File: config.mk
export PLATFORM = sky130hd
export DESIGN_NAME = apsw_regs
export DESIGN_NICKNAME = d
export VERILOG_FILES = /design/src/hdl/apsw_pkg.sv /design/src/hdl/apsw_regs.sv
export SDC_FILE = /design/constraint.sdc
export NUM_CORES = 1
export LEC_CHECK = 0
export BUFFER_PORTS_ARGS = -buffer_cell sky130_fd_sc_hd__buf_2
export CORE_UTILIZATION = 57
export CTS_CLUSTER_DIAMETER = 30
export CTS_CLUSTER_SIZE = 40
export DETAILED_ROUTE_END_ITERATION = 16
export GPL_TIMING_DRIVEN = 0
export PLACE_DENSITY = 0.85
export SKIP_CTS_REPAIR_TIMING = 1
export SYNTH_ARGS = -nofsm -noshare
export SYNTH_HDL_FRONTEND = slang
export SYNTH_SLANG_ARGS = --single-unit
File: constraint.sdc
create_clock -name core_clk -period 3.78 [get_ports core_clk]
set_input_delay 0.189 -clock core_clk [delete_from_list [all_inputs] [get_ports core_clk]]
set_output_delay 0.189 -clock core_clk [all_outputs]
set_load 0.005 [all_outputs]
File: src/hdl/apsw_pkg.sv
// apsw_pkg: constants, register map and carrier types for the pin, switch and error bank.
// assumes one core clock; the serial framer outside hands over decoded byte frames.
package apsw_pkg;

  // clocking
  localparam int CORE_CLK_HZ = 40_000_000;
  localparam int INT_OSC_HZ = 1_000_000;
  localparam int TICK_DIV = CORE_CLK_HZ / INT_OSC_HZ;
  localparam int TRIG_DELAY_TICKS = 3;

  // command byte prefixes (upper nibble), address in lower nibble
  localparam logic [3:0] CMD_READ = 4'h8;
  localparam logic [3:0] CMD_WRITE = 4'h4;

  // register offsets
  localparam logic [3:0] REG_ERROR = 4'h4;
  localparam logic [3:0] REG_PIN_DATA = 4'h5;
  localparam logic [3:0] REG_SWITCH_ONE = 4'h6;
  localparam logic [3:0] REG_SWITCH_TWO = 4'h7;
  localparam logic [3:0] REG_PIN_DIR = 4'h8;
  localparam logic [3:0] REG_CS_EXT = 4'h9;
  localparam logic [3:0] REG_ERR_MASK = 4'ha;
  localparam logic [3:0] REG_ERR_TIMING = 4'hb;
  localparam logic [3:0] REG_SPECIAL = 4'hc;

  // reset values
  localparam logic [7:0] RST_PIN_DATA = 8'h00;
  localparam logic [7:0] RST_SWITCH_ONE = 8'h60;
  localparam logic [7:0] RST_SWITCH_TWO = 8'h00;
  localparam logic [7:0] RST_PIN_DIR = 8'h00;
  localparam logic [7:0] RST_CS_EXT = 8'h00;
  localparam logic [7:0] RST_ERR_MASK = 8'h00;
  localparam logic [7:0] RST_ERR_TIMING = 8'h10;
  localparam logic [7:0] RST_SPECIAL = 8'h00;

  // error register / mask register bit positions
  localparam int BIT_CHK_FAULT = 7;
  localparam int BIT_SATURATION = 6;
  localparam int BIT_BUF_ACTIVE = 5;
  localparam int BIT_CLAMP = 4;
  localparam int BIT_EF = 3;
  localparam int BIT_OUTPUT = 2;
  localparam int BIT_GAIN = 1;
  localparam int BIT_OVERVOLT = 0;
  // mask register control bits
  localparam int BIT_MUX_DISABLE = 7;
  localparam int BIT_BUF_POL = 5;
  localparam int BIT_DETECT_IN_BUF = 3;
  // timing register fields
  localparam int BIT_NO_LATCH = 7;
  localparam int FLD_SUPPRESS_LSB = 2;
  localparam int BIT_CHK_ENABLE = 0;
  // special function bits
  localparam int BIT_OSC_OUT = 7;
  localparam int BIT_EXT_CLK_IN = 6;
  localparam int BIT_BUF_PIN_OUT = 5;
  localparam int BIT_TRIG_IN = 4;
  localparam int BIT_EF_OUT = 3;
  // pins carrying special functions
  localparam int PIN_EF = 3;
  localparam int PIN_TRIG = 4;
  localparam int PIN_BUF = 5;
  localparam int PIN_OSC = 6;

  // one decoded frame from the serial framer
  typedef struct packed {
    logic valid;
    logic [7:0] cmd;
    logic [7:0] data;
    logic chk_ok;
  } apsw_req_t;

  typedef enum logic [1:0] {TRG_IDLE, TRG_START, TRG_ACTIVE, TRG_HOLD} apsw_trig_state_t;

endpackage : apsw_pkg

File: src/hdl/apsw_regs.sv
// apsw_regs: control register bank with pin, switch, error-flag and special pin logic.
// assumes frames arrive on core_clk from a framer; pins and error sources are asynchronous.
//
// Summary of operation
// - pin data read gives sampled level for inputs, written value for outputs
// - switch register one bits close switches; reset closes only the two A switches
// - switch register two holds F and G switches in bits 3..0, reset open
// - direction bit 0 input, 1 output; all pins input after reset
// - chip-select extension bits enable extended select per pin, single byte write
// - mux drive disable bit stops gain mux address reaching pins; resets 0
// - buffer polarity bit 0 gives active high, 1 gives active low
// - errors suppressed while buffer active unless detect-during-buffer bit is set
// - combined flag ORs sources; mask bit removes source except checksum fault
// - pin three outputs combined flag when output and function bit set
// - no-latch bit makes error bits follow live condition, suppression still applied
// - four-bit field picks suppression delay 0..8,12,16,24,32,48,64,127; reset 4
// - suppression starts at buffer end, or at the event when not blocked
// - checksum enable set only with good checksum; then every transfer needs one
// - oscillator drives pin six when its bit set and pin is output
// - external clock taken from pin six when bit set and pin is input
// - pin five shows buffer active with selected polarity when output
// - pin four rising edge starts buffer after 3-4 ticks, holds, then extends
// - mux function bits drive pins from gain mux address unless disabled
// - read is 0x80 plus address then dummy; write is 0x40 plus address
// - latched error bit stays set until a one is written to it
// - undefined bits ignored on write, read as zero
`timescale 1ns/10ps
`default_nettype none

module apsw_regs #(
  parameter int TICK_DIV = apsw_pkg::TICK_DIV,
  parameter int NUM_PINS = 7,
  parameter int NUM_ERR = 5
) (
  // clock and reset
  input wire logic core_clk,
  input wire logic rst,
  input wire logic sw_reset,
  // register frames
  input wire apsw_pkg::apsw_req_t req,
  output logic rsp_valid,
  output logic [7:0] rsp_data,
  // neighbouring logic
  input wire logic [2:0] gain_mux_addr,
  input wire logic buf_req,
  input wire logic [NUM_ERR-1:0] err_src,
  // general-purpose pins
  input wire logic [NUM_PINS-1:0] gpio_in,
  output logic [NUM_PINS-1:0] gpio_out,
  output logic [NUM_PINS-1:0] gpio_oe,
  // analog and status controls
  output logic [6:0] switch_one,
  output logic [3:0] switch_two,
  output logic [6:0] extended_select_enable,
  output logic ext_clock_selected,
  output logic clock_tick,
  output logic buffer_active,
  output logic combined_error_flag
);

  logic srst;
  assign srst = rst | sw_reset;

  // synchronisers
  logic [NUM_PINS-1:0] pin_meta, pin_sync;
  logic [NUM_ERR-1:0] err_meta, err_sync;
  always_ff @(posedge core_clk) begin
    pin_meta <= gpio_in;
    pin_sync <= pin_meta;
    err_meta <= err_src;
    err_sync <= err_meta;
  end

  // frame decode
  logic [3:0] cmd_addr;
  logic chk_en_reg, chk_block, wr_go, rd_go;
  assign cmd_addr = req.cmd[3:0];
  assign chk_block = chk_en_reg && !req.chk_ok;
  assign wr_go = req.valid && req.cmd[7:4] == apsw_pkg::CMD_WRITE && !chk_block;
  assign rd_go = req.valid && req.cmd[7:4] == apsw_pkg::CMD_READ && !chk_block;

  function automatic logic wr_at(input logic [3:0] off);
    return wr_go && cmd_addr == off;
  endfunction : wr_at

  // error sources {saturation, clamp, output, gain, overvolt} onto byte positions
  function automatic logic [7:0] scatter(input logic [4:0] s);
    logic [7:0] b;
    b = 8'h00;
    b[apsw_pkg::BIT_SATURATION] = s[4];
    b[apsw_pkg::BIT_CLAMP] = s[3];
    b[apsw_pkg::BIT_OUTPUT] = s[2];
    b[apsw_pkg::BIT_GAIN] = s[1];
    b[apsw_pkg::BIT_OVERVOLT] = s[0];
    return b;
  endfunction : scatter

  function automatic logic [4:0] gather(input logic [7:0] b);
    return {b[apsw_pkg::BIT_SATURATION], b[apsw_pkg::BIT_CLAMP], b[apsw_pkg::BIT_OUTPUT],
            b[apsw_pkg::BIT_GAIN], b[apsw_pkg::BIT_OVERVOLT]};
  endfunction : gather

  function automatic logic [6:0] suppress_cycles(input logic [3:0] code);
    unique case (code)
      4'h9: return 7'd12;
      4'ha: return 7'd16;
      4'hb: return 7'd24;
      4'hc: return 7'd32;
      4'hd: return 7'd48;
      4'he: return 7'd64;
      4'hf: return 7'd127;
      default: return {3'b000, code};
    endcase
  endfunction : suppress_cycles

  // configuration registers
  logic [6:0] pin_data_reg, sw_one_reg, dir_reg, ecs_reg;
  logic [3:0] sw_two_reg, flg_reg;
  logic [7:0] mask_reg, special_reg;
  logic ltd_reg;

  always_ff @(posedge core_clk) begin
    if (srst) begin
      pin_data_reg <= apsw_pkg::RST_PIN_DATA[6:0];
      sw_one_reg <= apsw_pkg::RST_SWITCH_ONE[6:0];
      sw_two_reg <= apsw_pkg::RST_SWITCH_TWO[3:0];
      dir_reg <= apsw_pkg::RST_PIN_DIR[6:0];
      ecs_reg <= apsw_pkg::RST_CS_EXT[6:0];
      mask_reg <= apsw_pkg::RST_ERR_MASK;
      special_reg <= apsw_pkg::RST_SPECIAL;
    end else begin
      // bits above each field are dropped on write
      if (wr_at(apsw_pkg::REG_PIN_DATA)) pin_data_reg <= req.data[6:0];
      if (wr_at(apsw_pkg::REG_SWITCH_ONE)) sw_one_reg <= req.data[6:0];
      if (wr_at(apsw_pkg::REG_SWITCH_TWO)) sw_two_reg <= req.data[3:0];
      if (wr_at(apsw_pkg::REG_PIN_DIR)) dir_reg <= req.data[6:0];
      if (wr_at(apsw_pkg::REG_CS_EXT)) ecs_reg <= req.data[6:0];
      if (wr_at(apsw_pkg::REG_ERR_MASK)) mask_reg <= req.data;
      if (wr_at(apsw_pkg::REG_SPECIAL)) special_reg <= req.data;
    end
  end

  always_ff @(posedge core_clk) begin
    if (srst) begin
      ltd_reg <= apsw_pkg::RST_ERR_TIMING[apsw_pkg::BIT_NO_LATCH];
      flg_reg <= apsw_pkg::RST_ERR_TIMING[apsw_pkg::FLD_SUPPRESS_LSB +: 4];
      chk_en_reg <= apsw_pkg::RST_ERR_TIMING[apsw_pkg::BIT_CHK_ENABLE];
    end else if (wr_at(apsw_pkg::REG_ERR_TIMING)) begin
      ltd_reg <= req.data[apsw_pkg::BIT_NO_LATCH];
      flg_reg <= req.data[apsw_pkg::FLD_SUPPRESS_LSB +: 4];
      // enabling needs a good checksum on this very write
      chk_en_reg <= req.data[apsw_pkg::BIT_CHK_ENABLE] && req.chk_ok;
    end
  end

  assign switch_one = sw_one_reg;
  assign switch_two = sw_two_reg;
  assign extended_select_enable = ecs_reg;
  assign gpio_oe = dir_reg;

  // tick: internal divider or external clock on pin six
  localparam int DIV_W = $clog2(TICK_DIV);
  localparam logic [DIV_W-1:0] DIV_LAST = DIV_W'(TICK_DIV - 1);
  localparam logic [DIV_W-1:0] DIV_HALF = DIV_W'(TICK_DIV / 2);
  logic [DIV_W-1:0] div_cnt;
  logic osc_level_reg, ext_prev, ext_sel, tick_reg;
  assign ext_sel = special_reg[apsw_pkg::BIT_EXT_CLK_IN] && !dir_reg[apsw_pkg::PIN_OSC];

  always_ff @(posedge core_clk) begin
    if (srst) begin
      div_cnt <= '0;
      osc_level_reg <= 1'b0;
      ext_prev <= 1'b0;
      tick_reg <= 1'b0;
      ext_clock_selected <= 1'b0;
    end else begin
      div_cnt <= (div_cnt == DIV_LAST) ? '0 : div_cnt + 1'b1;
      osc_level_reg <= div_cnt < DIV_HALF;
      ext_prev <= pin_sync[apsw_pkg::PIN_OSC];
      ext_clock_selected <= ext_sel;
      tick_reg <= ext_sel ? (pin_sync[apsw_pkg::PIN_OSC] && !ext_prev)
                          : (div_cnt == DIV_LAST);
    end
  end
  assign clock_tick = tick_reg;

  // external buffer trigger on pin four
  apsw_pkg::apsw_trig_state_t trig_state;
  logic [7:0] trig_cnt;
  logic trig_prev, trig_en, trig_rise, trig_active;
  logic [6:0] supp;
  assign supp = suppress_cycles(flg_reg);
  assign trig_en = special_reg[apsw_pkg::BIT_TRIG_IN] && !dir_reg[apsw_pkg::PIN_TRIG];
  assign trig_rise = pin_sync[apsw_pkg::PIN_TRIG] && !trig_prev;
  assign trig_active = trig_state == apsw_pkg::TRG_ACTIVE || trig_state == apsw_pkg::TRG_HOLD;

  always_ff @(posedge core_clk) begin
    if (srst) begin
      trig_state <= apsw_pkg::TRG_IDLE;
      trig_cnt <= 8'h00;
      trig_prev <= 1'b0;
    end else begin
      trig_prev <= pin_sync[apsw_pkg::PIN_TRIG];
      unique case (trig_state)
        apsw_pkg::TRG_IDLE: begin
          trig_cnt <= 8'h00;
          if (trig_en && trig_rise) trig_state <= apsw_pkg::TRG_START;
        end
        apsw_pkg::TRG_START: begin
          if (!trig_en) begin
            trig_state <= apsw_pkg::TRG_IDLE;
          end else if (tick_reg) begin
            trig_cnt <= trig_cnt + 8'h01;
            if (trig_cnt == 8'(apsw_pkg::TRIG_DELAY_TICKS - 1)) begin
              trig_state <= apsw_pkg::TRG_ACTIVE;
            end
          end
        end
        apsw_pkg::TRG_ACTIVE: begin
          trig_cnt <= 8'h00;
          if (!pin_sync[apsw_pkg::PIN_TRIG] || !trig_en) trig_state <= apsw_pkg::TRG_HOLD;
        end
        apsw_pkg::TRG_HOLD: begin
          // extension: trigger delay plus suppression time
          if (pin_sync[apsw_pkg::PIN_TRIG] && trig_en) begin
            trig_state <= apsw_pkg::TRG_ACTIVE;
          end else if (tick_reg) begin
            trig_cnt <= trig_cnt + 8'h01;
            if (trig_cnt + 8'h01 >= 8'(apsw_pkg::TRIG_DELAY_TICKS) + {1'b0, supp}) begin
              trig_state <= apsw_pkg::TRG_IDLE;
            end
          end
        end
      endcase
    end
  end

  logic buf_active_reg;
  always_ff @(posedge core_clk) begin
    if (srst) buf_active_reg <= 1'b0;
    else buf_active_reg <= buf_req || trig_active;
  end
  assign buffer_active = buf_active_reg;

  // error qualification, latching and combination
  logic blocked;
  logic [NUM_ERR-1:0] qual, err_reg, err_view, err_clr;
  assign blocked = buf_active_reg && !mask_reg[apsw_pkg::BIT_DETECT_IN_BUF];
  assign err_clr = wr_at(apsw_pkg::REG_ERROR) ? gather(req.data) : '0;

  for (genvar g = 0; g < NUM_ERR; g++) begin : g_src
    logic [6:0] cnt_reg;
    always_ff @(posedge core_clk) begin
      if (srst || !err_sync[g] || blocked) cnt_reg <= 7'h00;
      else if (tick_reg && cnt_reg != 7'h7f) cnt_reg <= cnt_reg + 7'h01;
    end
    assign qual[g] = err_sync[g] && !blocked && cnt_reg >= supp;
    always_ff @(posedge core_clk) begin
      if (srst) err_reg[g] <= 1'b0;
      else if (qual[g]) err_reg[g] <= 1'b1;
      else if (err_clr[g]) err_reg[g] <= 1'b0;
    end
  end

  assign err_view = ltd_reg ? qual : err_reg;

  logic chk_fault_reg, ef_calc;
  always_ff @(posedge core_clk) begin
    if (srst) chk_fault_reg <= 1'b0;
    else if (req.valid && chk_block) chk_fault_reg <= 1'b1;
    else if (wr_at(apsw_pkg::REG_ERROR) && req.data[apsw_pkg::BIT_CHK_FAULT]) begin
      chk_fault_reg <= 1'b0;
    end
  end

  assign ef_calc = |(err_view & ~gather(mask_reg)) || chk_fault_reg;
  always_ff @(posedge core_clk) begin
    if (srst) combined_error_flag <= 1'b0;
    else combined_error_flag <= ef_calc;
  end

  // pin outputs, special functions over general data
  logic [NUM_PINS-1:0] out_next;
  logic buf_pin_level;
  assign buf_pin_level = buf_active_reg ^ mask_reg[apsw_pkg::BIT_BUF_POL];
  always_comb begin
    out_next = pin_data_reg;
    for (int i = 0; i < 3; i++) begin
      if (special_reg[i] && !mask_reg[apsw_pkg::BIT_MUX_DISABLE]) begin
        out_next[i] = gain_mux_addr[i];
      end
    end
    if (special_reg[apsw_pkg::BIT_EF_OUT]) begin
      out_next[apsw_pkg::PIN_EF] = combined_error_flag;
    end
    if (special_reg[apsw_pkg::BIT_BUF_PIN_OUT]) begin
      out_next[apsw_pkg::PIN_BUF] = buf_pin_level;
    end
    if (special_reg[apsw_pkg::BIT_OSC_OUT]) begin
      out_next[apsw_pkg::PIN_OSC] = osc_level_reg;
    end
  end
  always_ff @(posedge core_clk) begin
    if (srst) gpio_out <= '0;
    else gpio_out <= out_next;
  end

  // read path
  logic [6:0] pin_view;
  logic [7:0] rd_data;
  assign pin_view = (pin_data_reg & dir_reg) | (pin_sync & ~dir_reg);
  always_comb begin
    rd_data = 8'h00;
    unique case (cmd_addr)
      apsw_pkg::REG_ERROR: begin
        rd_data = scatter(err_view);
        rd_data[apsw_pkg::BIT_CHK_FAULT] = chk_fault_reg;
        rd_data[apsw_pkg::BIT_BUF_ACTIVE] = buf_active_reg;
        rd_data[apsw_pkg::BIT_EF] = combined_error_flag;
      end
      apsw_pkg::REG_PIN_DATA: rd_data = {1'b0, pin_view};
      apsw_pkg::REG_SWITCH_ONE: rd_data = {1'b0, sw_one_reg};
      apsw_pkg::REG_SWITCH_TWO: rd_data = {4'h0, sw_two_reg};
      apsw_pkg::REG_PIN_DIR: rd_data = {1'b0, dir_reg};
      apsw_pkg::REG_CS_EXT: rd_data = {1'b0, ecs_reg};
      apsw_pkg::REG_ERR_MASK: rd_data = mask_reg;
      apsw_pkg::REG_ERR_TIMING: rd_data = {ltd_reg, 1'b0, flg_reg, 1'b0, chk_en_reg};
      apsw_pkg::REG_SPECIAL: rd_data = special_reg;
      default: rd_data = 8'h00;
    endcase
  end
  always_ff @(posedge core_clk) begin
    if (srst) begin
      rsp_valid <= 1'b0;
      rsp_data <= 8'h00;
    end else begin
      rsp_valid <= rd_go;
      rsp_data <= rd_go ? rd_data : 8'h00;
    end
  end
endmodule : apsw_regs

`default_nettype wire

==> results of run 1 <==
-- worst max path at each step --
stage | startpoint | end | slack (ns) | cells past startpoint
after floorplan | flg_reg[2] | trig_state[1] | 1.11 | 12
after global placement | flg_reg[2] | combined_error_flag | 0.62 | 10
after detailed placement | flg_reg[2] | combined_error_flag | 0.44 | 10
after CTS | flg_reg[2] | combined_error_flag | 0.42 | 10
after global routing | flg_reg[2] | combined_error_flag | 0.17 | 10
final | flg_reg[3] | rsp_data[1] | 0.41 | 10
-- power by group through the flow --
stage / Sequential, uW / Clock, uW / Combinational, uW
after floorplan: 1720 / 0 / 64.7
after global placement: 1730 / 0 / 112
after detailed placement: 1730 / 0 / 114
after CTS: 1690 / 1820 / 115
after global routing: 1690 / 1890 / 136
final: 1690 / 1810 / 129
-- metal layers --
layer	vias up	wire [um]	global-route usage
li1	3174	-	-
met1	3159	8440	0.370
met2	336	9420	0.474
met3	50	1740	0.0581
met4	0	523	0.121
met5	-	0	0
-- cells in the final DEF, fill, tap and decap left out, drive strengths merged, types with 4 or more instances in the layout --
cell           n
a32oi          6
a2111oi        5
nand3         20
o211ai         6
a21boi         7
ha            47
o21ai         18
mux2i         61
a31oi          5
nand2         62
xnor2         12
a21o           4
or2            5
a32o           5
mux2           4
xor2          32
nor2         129
clkbuf        44
or3            5
a211oi         8
a22oi          7
inv           22
buf           86
and2          11
bufinv         4
nor2b         12
and3          23
o22ai          4
dfxtp        158
nand4         24
nor3          10
nand2b        20
nand3b         5
dlygate4sd3   12
a21oi         36
-- worst max-delay path, delay by kind of cell, from the launching register on --
kind	cells	cell delay [ns]
buffers and inverters	1	0.35
AND/OR/NAND/NOR	3	0.74
AO/OA/AOI/OAI	5	1.49
adder cells (fa/ha/maj)	1	0.34
flip-flops	1	0.36
-- metrics by stage --
stage	instances	hold slack, ns
floorplan	836	0.217
global placement	1083	0.291
detailed placement	1083	0.293
CTS	1114	-0.152
global route	1127	0.00615
finish	1127	-0.0432
-- cell type report --
| type | count | area [um^2] |
|---|---|---|
| repair buffers | 87 | 495 |
| clock buffers | 18 | 429 |
| inverters | 19 | 71.3 |
| well taps | 172 | 215 |
| fillers | 951 | 3870 |
| flip-flops and latches | 158 | 3160 |
| multi-input cells | 622 | 4210 |
| diodes | 1 | 2.50 |
| clock inverters | 13 | 188 |
| plain buffers | 37 | 180 |
-- logic make-up after synthesis --
family / count (synthesis)
AOI/OAI and AO/OA: 129
xor gates and xnor gates: 44
adders and majority gates: 47
buffers and inverters: 56
DFF: 158
muxes: 65
and+or+nand+nor: 337
==> results.md, run 1 <==
* # IOs at 82
* IO buf count at 75
* Drt total wl at approximately 20000 um
* Clk sinks at 158
* Die area at 13800 um^2
* Internal power at around 2800 uW
* Total Routing Usage GR at 0.289
* Worst EP required at about 4.1 ns
* TritonCTS Buffers at 17
* Max frequency at 0.297 GHz
* CTS tree: yes
* Top_reg_cell synth: dfxtp_1
* DRC violations left at 0
* First-pass GRT wire length at 31700 um
* Net switching power at 801 uW
* Switching Share at 0.221
* Pin count of the biggest net entering global routing at 17
* Min-delay src: buf_req
* Yosys top cell by area: dfxtp_1
* Power density cells at roughly 400 nW/um^2
* Clock share of power at 0.499
* Crit-path cells: clkbuf_1 > nand2b_1 > a21boi_0 > ha_1 > or2_2 > o22ai_1 > or3_1 > a21oi_1 > o21ai_0 > a21oi_1
* Vias in the first global route at 6411
* CTS clk-pin slew, worst paths at approximately 0.060 ns
* Synth warnings at 0
* CP Max Fanout at 10
* Fin crit share at 0.891
* Cell area after synthesis at 7620 um^2
* Failing checks: negative hold slack
* Antenna viol nets, final at 0
* Slew HR at 0.253
* Total of max-cap violations at 0
* Static leakage at 0.00369 uW
* Sequential share of power at 0.466
* Top cells by area, synth: dfxtp_1, mux2i_1, ha_1
* CP endpoint kind: flop
* Cell Rows at 41
* Layout area overhead at 17.5%
* Hold Fails Final Rpt at 3
* Mux contribution to synthesized area at 0.0860
* Deepest clock path buffer count at 2
* Count leader, synth: dfxtp_1
* Startpoint Class: flop
* Min cycle time layout at 3.37 ns
* Total power at around 3600 uW
* Min-delay worst type: in2reg
* Initial DRC Count at 996
* Cells after Synth at 836
* Final instance area at 8950 um^2
* Via count at 6719
* Min Hold Slack at -0.0432 ns
* Post-synthesis sequential area ratio at 0.415
* H-tree depth at 4
* Final HPWL DP at 13800 um
* Syn Nets at 920
* Layout cell share with drive strength beyond 1 at 0.144
* DIE HEIGHT at between 100 and 150 um
* Worst R2R Path Depth at 10
* Register bit total from synthesis at 158
* Pre-Repair DR Iteration Count at 6
* Async SR Flop Fraction at 0
* WHS Endpoint: buffer_active
* Critical Path Max Stage Delay at 0.89 ns
* Synth Area per Inst at 9.11 um^2
* Arr. time, crit path at 3.71 ns
* Placed Area at 8210 um^2
* Fin nets at 1026
* Slew @ Worst Pin at 1.11 ns
* Crit path max-delay cell type: a21boi_0
* Final core utilization at 0.698
* Unrepaired setup endpoints after global routing: no
* R2r startpoint: flg_reg[3]
* Synth Area in Adders at 0.0772
* Die width at 118 um
* Register-to-register path setup slack at 0.41 ns
* Synth Area in Compound Gates at 0.118
* Place WS at 0.443 ns
* Setup TNS Final at 0 ns
* Worst skew pair latency at 0.44 ns
* Starting Density at 0.594
* Synth Area in Simple Gates at 0.220
* Worst flop-to-flop path endpoint: rsp_data[1]
* Critical Path Most Common Cell: a21oi_1
* Outcome: finished with violations
* Mean routed wirelength per cell at 17.9 um
* VDD IR max at 0.000319 V
* Grt total ovfl at 0
* Initial antenna violation count at 1
* Final setup fails at 0
* EDFF count, synth at 0
* Final worst setup slack at 0.412 ns
* Largest family of logic cells by synthesized area: simple AND/OR/NAND/NOR gates
* Post-synthesis xor/xnor area fraction at 0.0506
* Final Wtd Congestion at 0.921
* Critical path type: reg2reg
* Post-synth top cells: dfxtp_1, nor2_1, mux2i_1, nand2_1, ha_1
* Comb power frac at 0.036
* Yosys top cell area share at 0.415
* Pins over their slew limit at 0
* Netlist cell types at 64
* Hold path depth at 3
* Core ar. at 12800 um^2
* Max reg flops at 35
* Via/cell ratio at 5.96
* Skew final at 0.00922 ns
* Root Buffer: clkbuf_16
Power figures use the tool's default switching activity.
==> run 2: changes to the inputs <==
ABC_AREA = 1   (was unset)
==> results.md, run 2 <==
* Min Hold Slack at -0.0199 ns (was -0.0432 ns)
* Core ar. at 12700 um^2 (was 12800 um^2)
* Synth Area per Inst at 7.70 um^2 (was 9.11 um^2)
* Top cells by area, synth: dfxtp_1, nand2_1, ha_1 (was dfxtp_1, mux2i_1, ha_1)
* Cells after Synth at 970 (was 836)
* Syn Nets at 1054 (was 920)
* Layout cell share with drive strength beyond 1 at 0.145 (was 0.144)
* Critical Path Most Common Cell: inv_1 (was a21oi_1)
* DIE HEIGHT at 116 um (was 118 um)
* Yosys top cell area share at 0.424 (was 0.415)
* Antenna viol nets, final at 0 (unchanged)
* TritonCTS Buffers at 17 (unchanged)
* Pins over their slew limit at 0 (unchanged)
* Count leader, synth: nand2_1 (was dfxtp_1)
* Final instance area at 8820 um^2 (was 8950 um^2)
* Critical path type: reg2reg (unchanged)
* Worst R2R Path Depth at 18 (was 10)
* CP endpoint kind: flop (unchanged)
* Via count at 7045 (was 6719)
* Layout area overhead at 18.1% (was 17.5%)
* Max reg flops at 35 (unchanged)
* Setup TNS Final at 0 ns (unchanged)
* Top sig layer: met4 (unchanged)
* Failing checks: negative hold slack (unchanged)
* Crit-path cells: clkbuf_8 > inv_1 > nor2_1 > inv_1 > a21oi_2 > inv_1 > ha_1 > nor3_1 > xor2_1 > ha_1 > nand2_1 > nor2_1 > nand4_1 > and3_1 > nand4_1 > nand2_1 > o21ai_0 > inv_1 (was clkbuf_1 > nand2b_1 > a21boi_0 > ha_1 > or2_2 > o22ai_1 > or3_1 > a21oi_1 > o21ai_0 > a21oi_1)
* Outcome: finished with violations (unchanged)
* Grt total ovfl at 0 (unchanged)
* IO buf count at 81 (was 75)
* Placed Area at 8090 um^2 (was 8210 um^2)
* Cell area after synthesis at 7470 um^2 (was 7620 um^2)
* R2r startpoint: flg_reg[1] (was flg_reg[3])
* First-pass GRT wire length at 31000 um (was 31700 um)
* Beginning of the critical path: flg_reg[1] (was flg_reg[3])
* Skew final at 0.00989 ns (was 0.00922 ns)
* Clk sinks at 158 (unchanged)
* Pre-Repair DR Iteration Count at 7 (was 6)
* Min-delay src: buf_req (unchanged)
* Slew @ Worst Pin at 1.36 ns (was 1.11 ns)
* Area of the multi-input gates at 3680 um^2 (was 4210 um^2)
* Hold Fails Final Rpt at 1 (was 3)
* Async SR Flop Fraction at 0 (unchanged)
* Post-synth top cells: nand2_1, dfxtp_1, inv_1, a21oi_1, nor2_1 (was dfxtp_1, nor2_1, mux2i_1, nand2_1, ha_1)
* Arr. time, crit path at 3.65 ns (was 3.71 ns)
* Starting Density at 0.587 (was 0.594)
* Met3 WL at 1840 um (was 1740 um)
* CTS clk-pin slew, worst paths at 0.07 ns (was 0.06 ns)
* Mean routed wirelength per cell at 15.5 um (was 17.9 um)
* Max frequency at 0.301 GHz (was 0.297 GHz)
* Vias in the first global route at 6442 (was 6411)
* Die width at 116 um (was 118 um)
* Startpoint Class: flop (unchanged)
* Fin nets at 1167 (was 1026)
* Critical Path Max Stage Delay at 0.41 ns (was 0.89 ns)
* Final HPWL DP at 14100 um (was 13800 um)
* Storage cell area at 3160 um^2 (unchanged)
* M1 WL at 8220 um (was 8440 um)
* Final setup fails at 0 (unchanged)
* Fin crit share at 0.878 (was 0.891)
* Initial DRC Count at 691 (was 996)
* Filler cells at 1072 (was 951)
* DRC violations left at 0 (unchanged)
* Netlist cell types at 45 (was 64)
* Via/cell ratio at 5.56 (was 5.96)
* Root Buffer: clkbuf_16 (unchanged)
* Deepest clock path buffer count at 2 (unchanged)
* WP depth at 18 (was 10)
* Drt total wl at 19600 um (was 20100 um)
* CP bufs+invs at 5 (was 1)
* Worst EP required at 4.11 ns (was 4.12 ns)
* Pin count of the biggest net entering global routing at 17 (unchanged)
* Top_reg_cell synth: dfxtp_1 (unchanged)
* Unrepaired setup endpoints after global routing: no (unchanged)
* Most frequent cells in the layout: nand2_1, dfxtp_1, inv_1 (was dfxtp_1, nor2_1, buf_2)
* Power density cells at 404 nW/um^2 (was 406 nW/um^2)
* Cell Rows at 41 (unchanged)
* Hold path depth at 3 (unchanged)
* Worst skew pair latency at 0.43 ns (was 0.44 ns)
* Crit path max-delay family: simple AND/OR/NAND/NOR gates (was compound AO/OA/AOI/OAI gates)
* CTS tree: yes (unchanged)
* Initial antenna violation count at 0 (was 1)
* CP Max Fanout at 9 (was 10)
* Total Routing Usage GR at 0.302 (was 0.289)
* Crit path max-delay cell type: a21oi_2 (was a21boi_0)
* Commonest non-fill, non-tap cell in the layout: nand2_1 (was dfxtp_1)
* Min-delay worst type: in2reg (unchanged)
* VDD IR max at 0.000449 V (was 0.000319 V)
* Die area at 13600 um^2 (was 13800 um^2)
* Ant diodes at 0 (was 1)
* Min cycle time layout at 3.32 ns (was 3.37 ns)
* Met2 Routed Length at 8940 um (was 9420 um)
* Yosys top cell by area: dfxtp_1 (unchanged)
* Post-synthesis sequential area ratio at 0.424 (was 0.415)
* H-tree depth at 4 (unchanged)
* Slew HR at 0.0843 (was 0.253)
* Total of max-cap violations at 0 (unchanged)
* Static leakage at 0.00378 uW (was 0.00369 uW)
* EDFF count, synth at 0 (unchanged)
* Register bit total from synthesis at 158 (unchanged)
* Synth warnings at 0 (unchanged)
* Final Wtd Congestion at 0.978 (was 0.921)
* # IOs at 82 (unchanged)
-- run 2: report_power, final --
group          leakage, uW  internal [uW]  switching, uW
clock             0.000293           1000            759
combinational      0.00220           38.4           79.9
sequential         0.00128           1680           7.04
total              0.00378           2720            846
-- run 2: path summary, 6_finish.rpt --
path / endpoint / slack (ns)
worst max-delay path: trig_state[0] / 0.46
worst min-delay path: buffer_active / -0.02
worst max register to register: trig_state[0] / 0.46
worst min register to register: err_sync[1] / 0.33
-- run 2: layout make-up --
| type | instances | share of cell area |
|---|---|---|
| Clock buffer | 18 | 0.0486 |
| Multi-Input combinational cell | 661 | 0.417 |
| Timing Repair Buffer | 94 | 0.0607 |
| Clock inverter | 14 | 0.0194 |
| Inverter | 131 | 0.0560 |
| Sequential cell | 158 | 0.358 |
| Buffer | 20 | 0.0155 |
| Tap cell | 172 | 0.0244 |
-- run 2: cells by family (layout without fill, tap and decap cells) --
family | count (synthesis) | in the layout | synth area share
buffers and inverters | 151 | 277 | 0.0844
adders and majority gates | 47 | 47 | 0.0787
DFF | 158 | 158 | 0.424
muxes | 2 | 2 | 0.00268
xor gates and xnor gates | 19 | 19 | 0.0223
and+or+nand+nor | 360 | 360 | 0.219
AOI/OAI and AO/OA | 233 | 233 | 0.170
-- run 2: through the flow --
step	util	hold WS (ns)	cells	setup slack (ns)	power, uW
finish	0.694	-0.0199	1268	0.461	3570
global route	0.694	0.0147	1268	0.175	3650
CTS	0.683	-0.156	1255	0.315	3550
detailed placement	0.636	0.293	1223	0.341	1830
global placement	0.636	0.292	1223	0.415	1830
floorplan	-	0.217	970	0.986	1770
-- run 2: worst register-to-register path: cells and delay by family, from the launching register on --
| family | cells | cell delay (ns) |
|---|---|---|
| AOI/OAI and AO/OA | 2 | 0.57 |
| xor gates and xnor gates | 1 | 0.10 |
| DFF | 1 | 0.32 |
| and+or+nand+nor | 8 | 1.04 |
| adders and majority gates | 2 | 0.54 |
| buffers and inverters | 5 | 0.65 |
-- run 2: layer usage --
metal | vias to the layer above | GRT usage
li1 | 3442 | -
met1 | 3236 | 0.376
met2 | 315 | 0.477
met3 | 52 | 0.0924
met4 | 0 | 0.143
met5 | - | 0
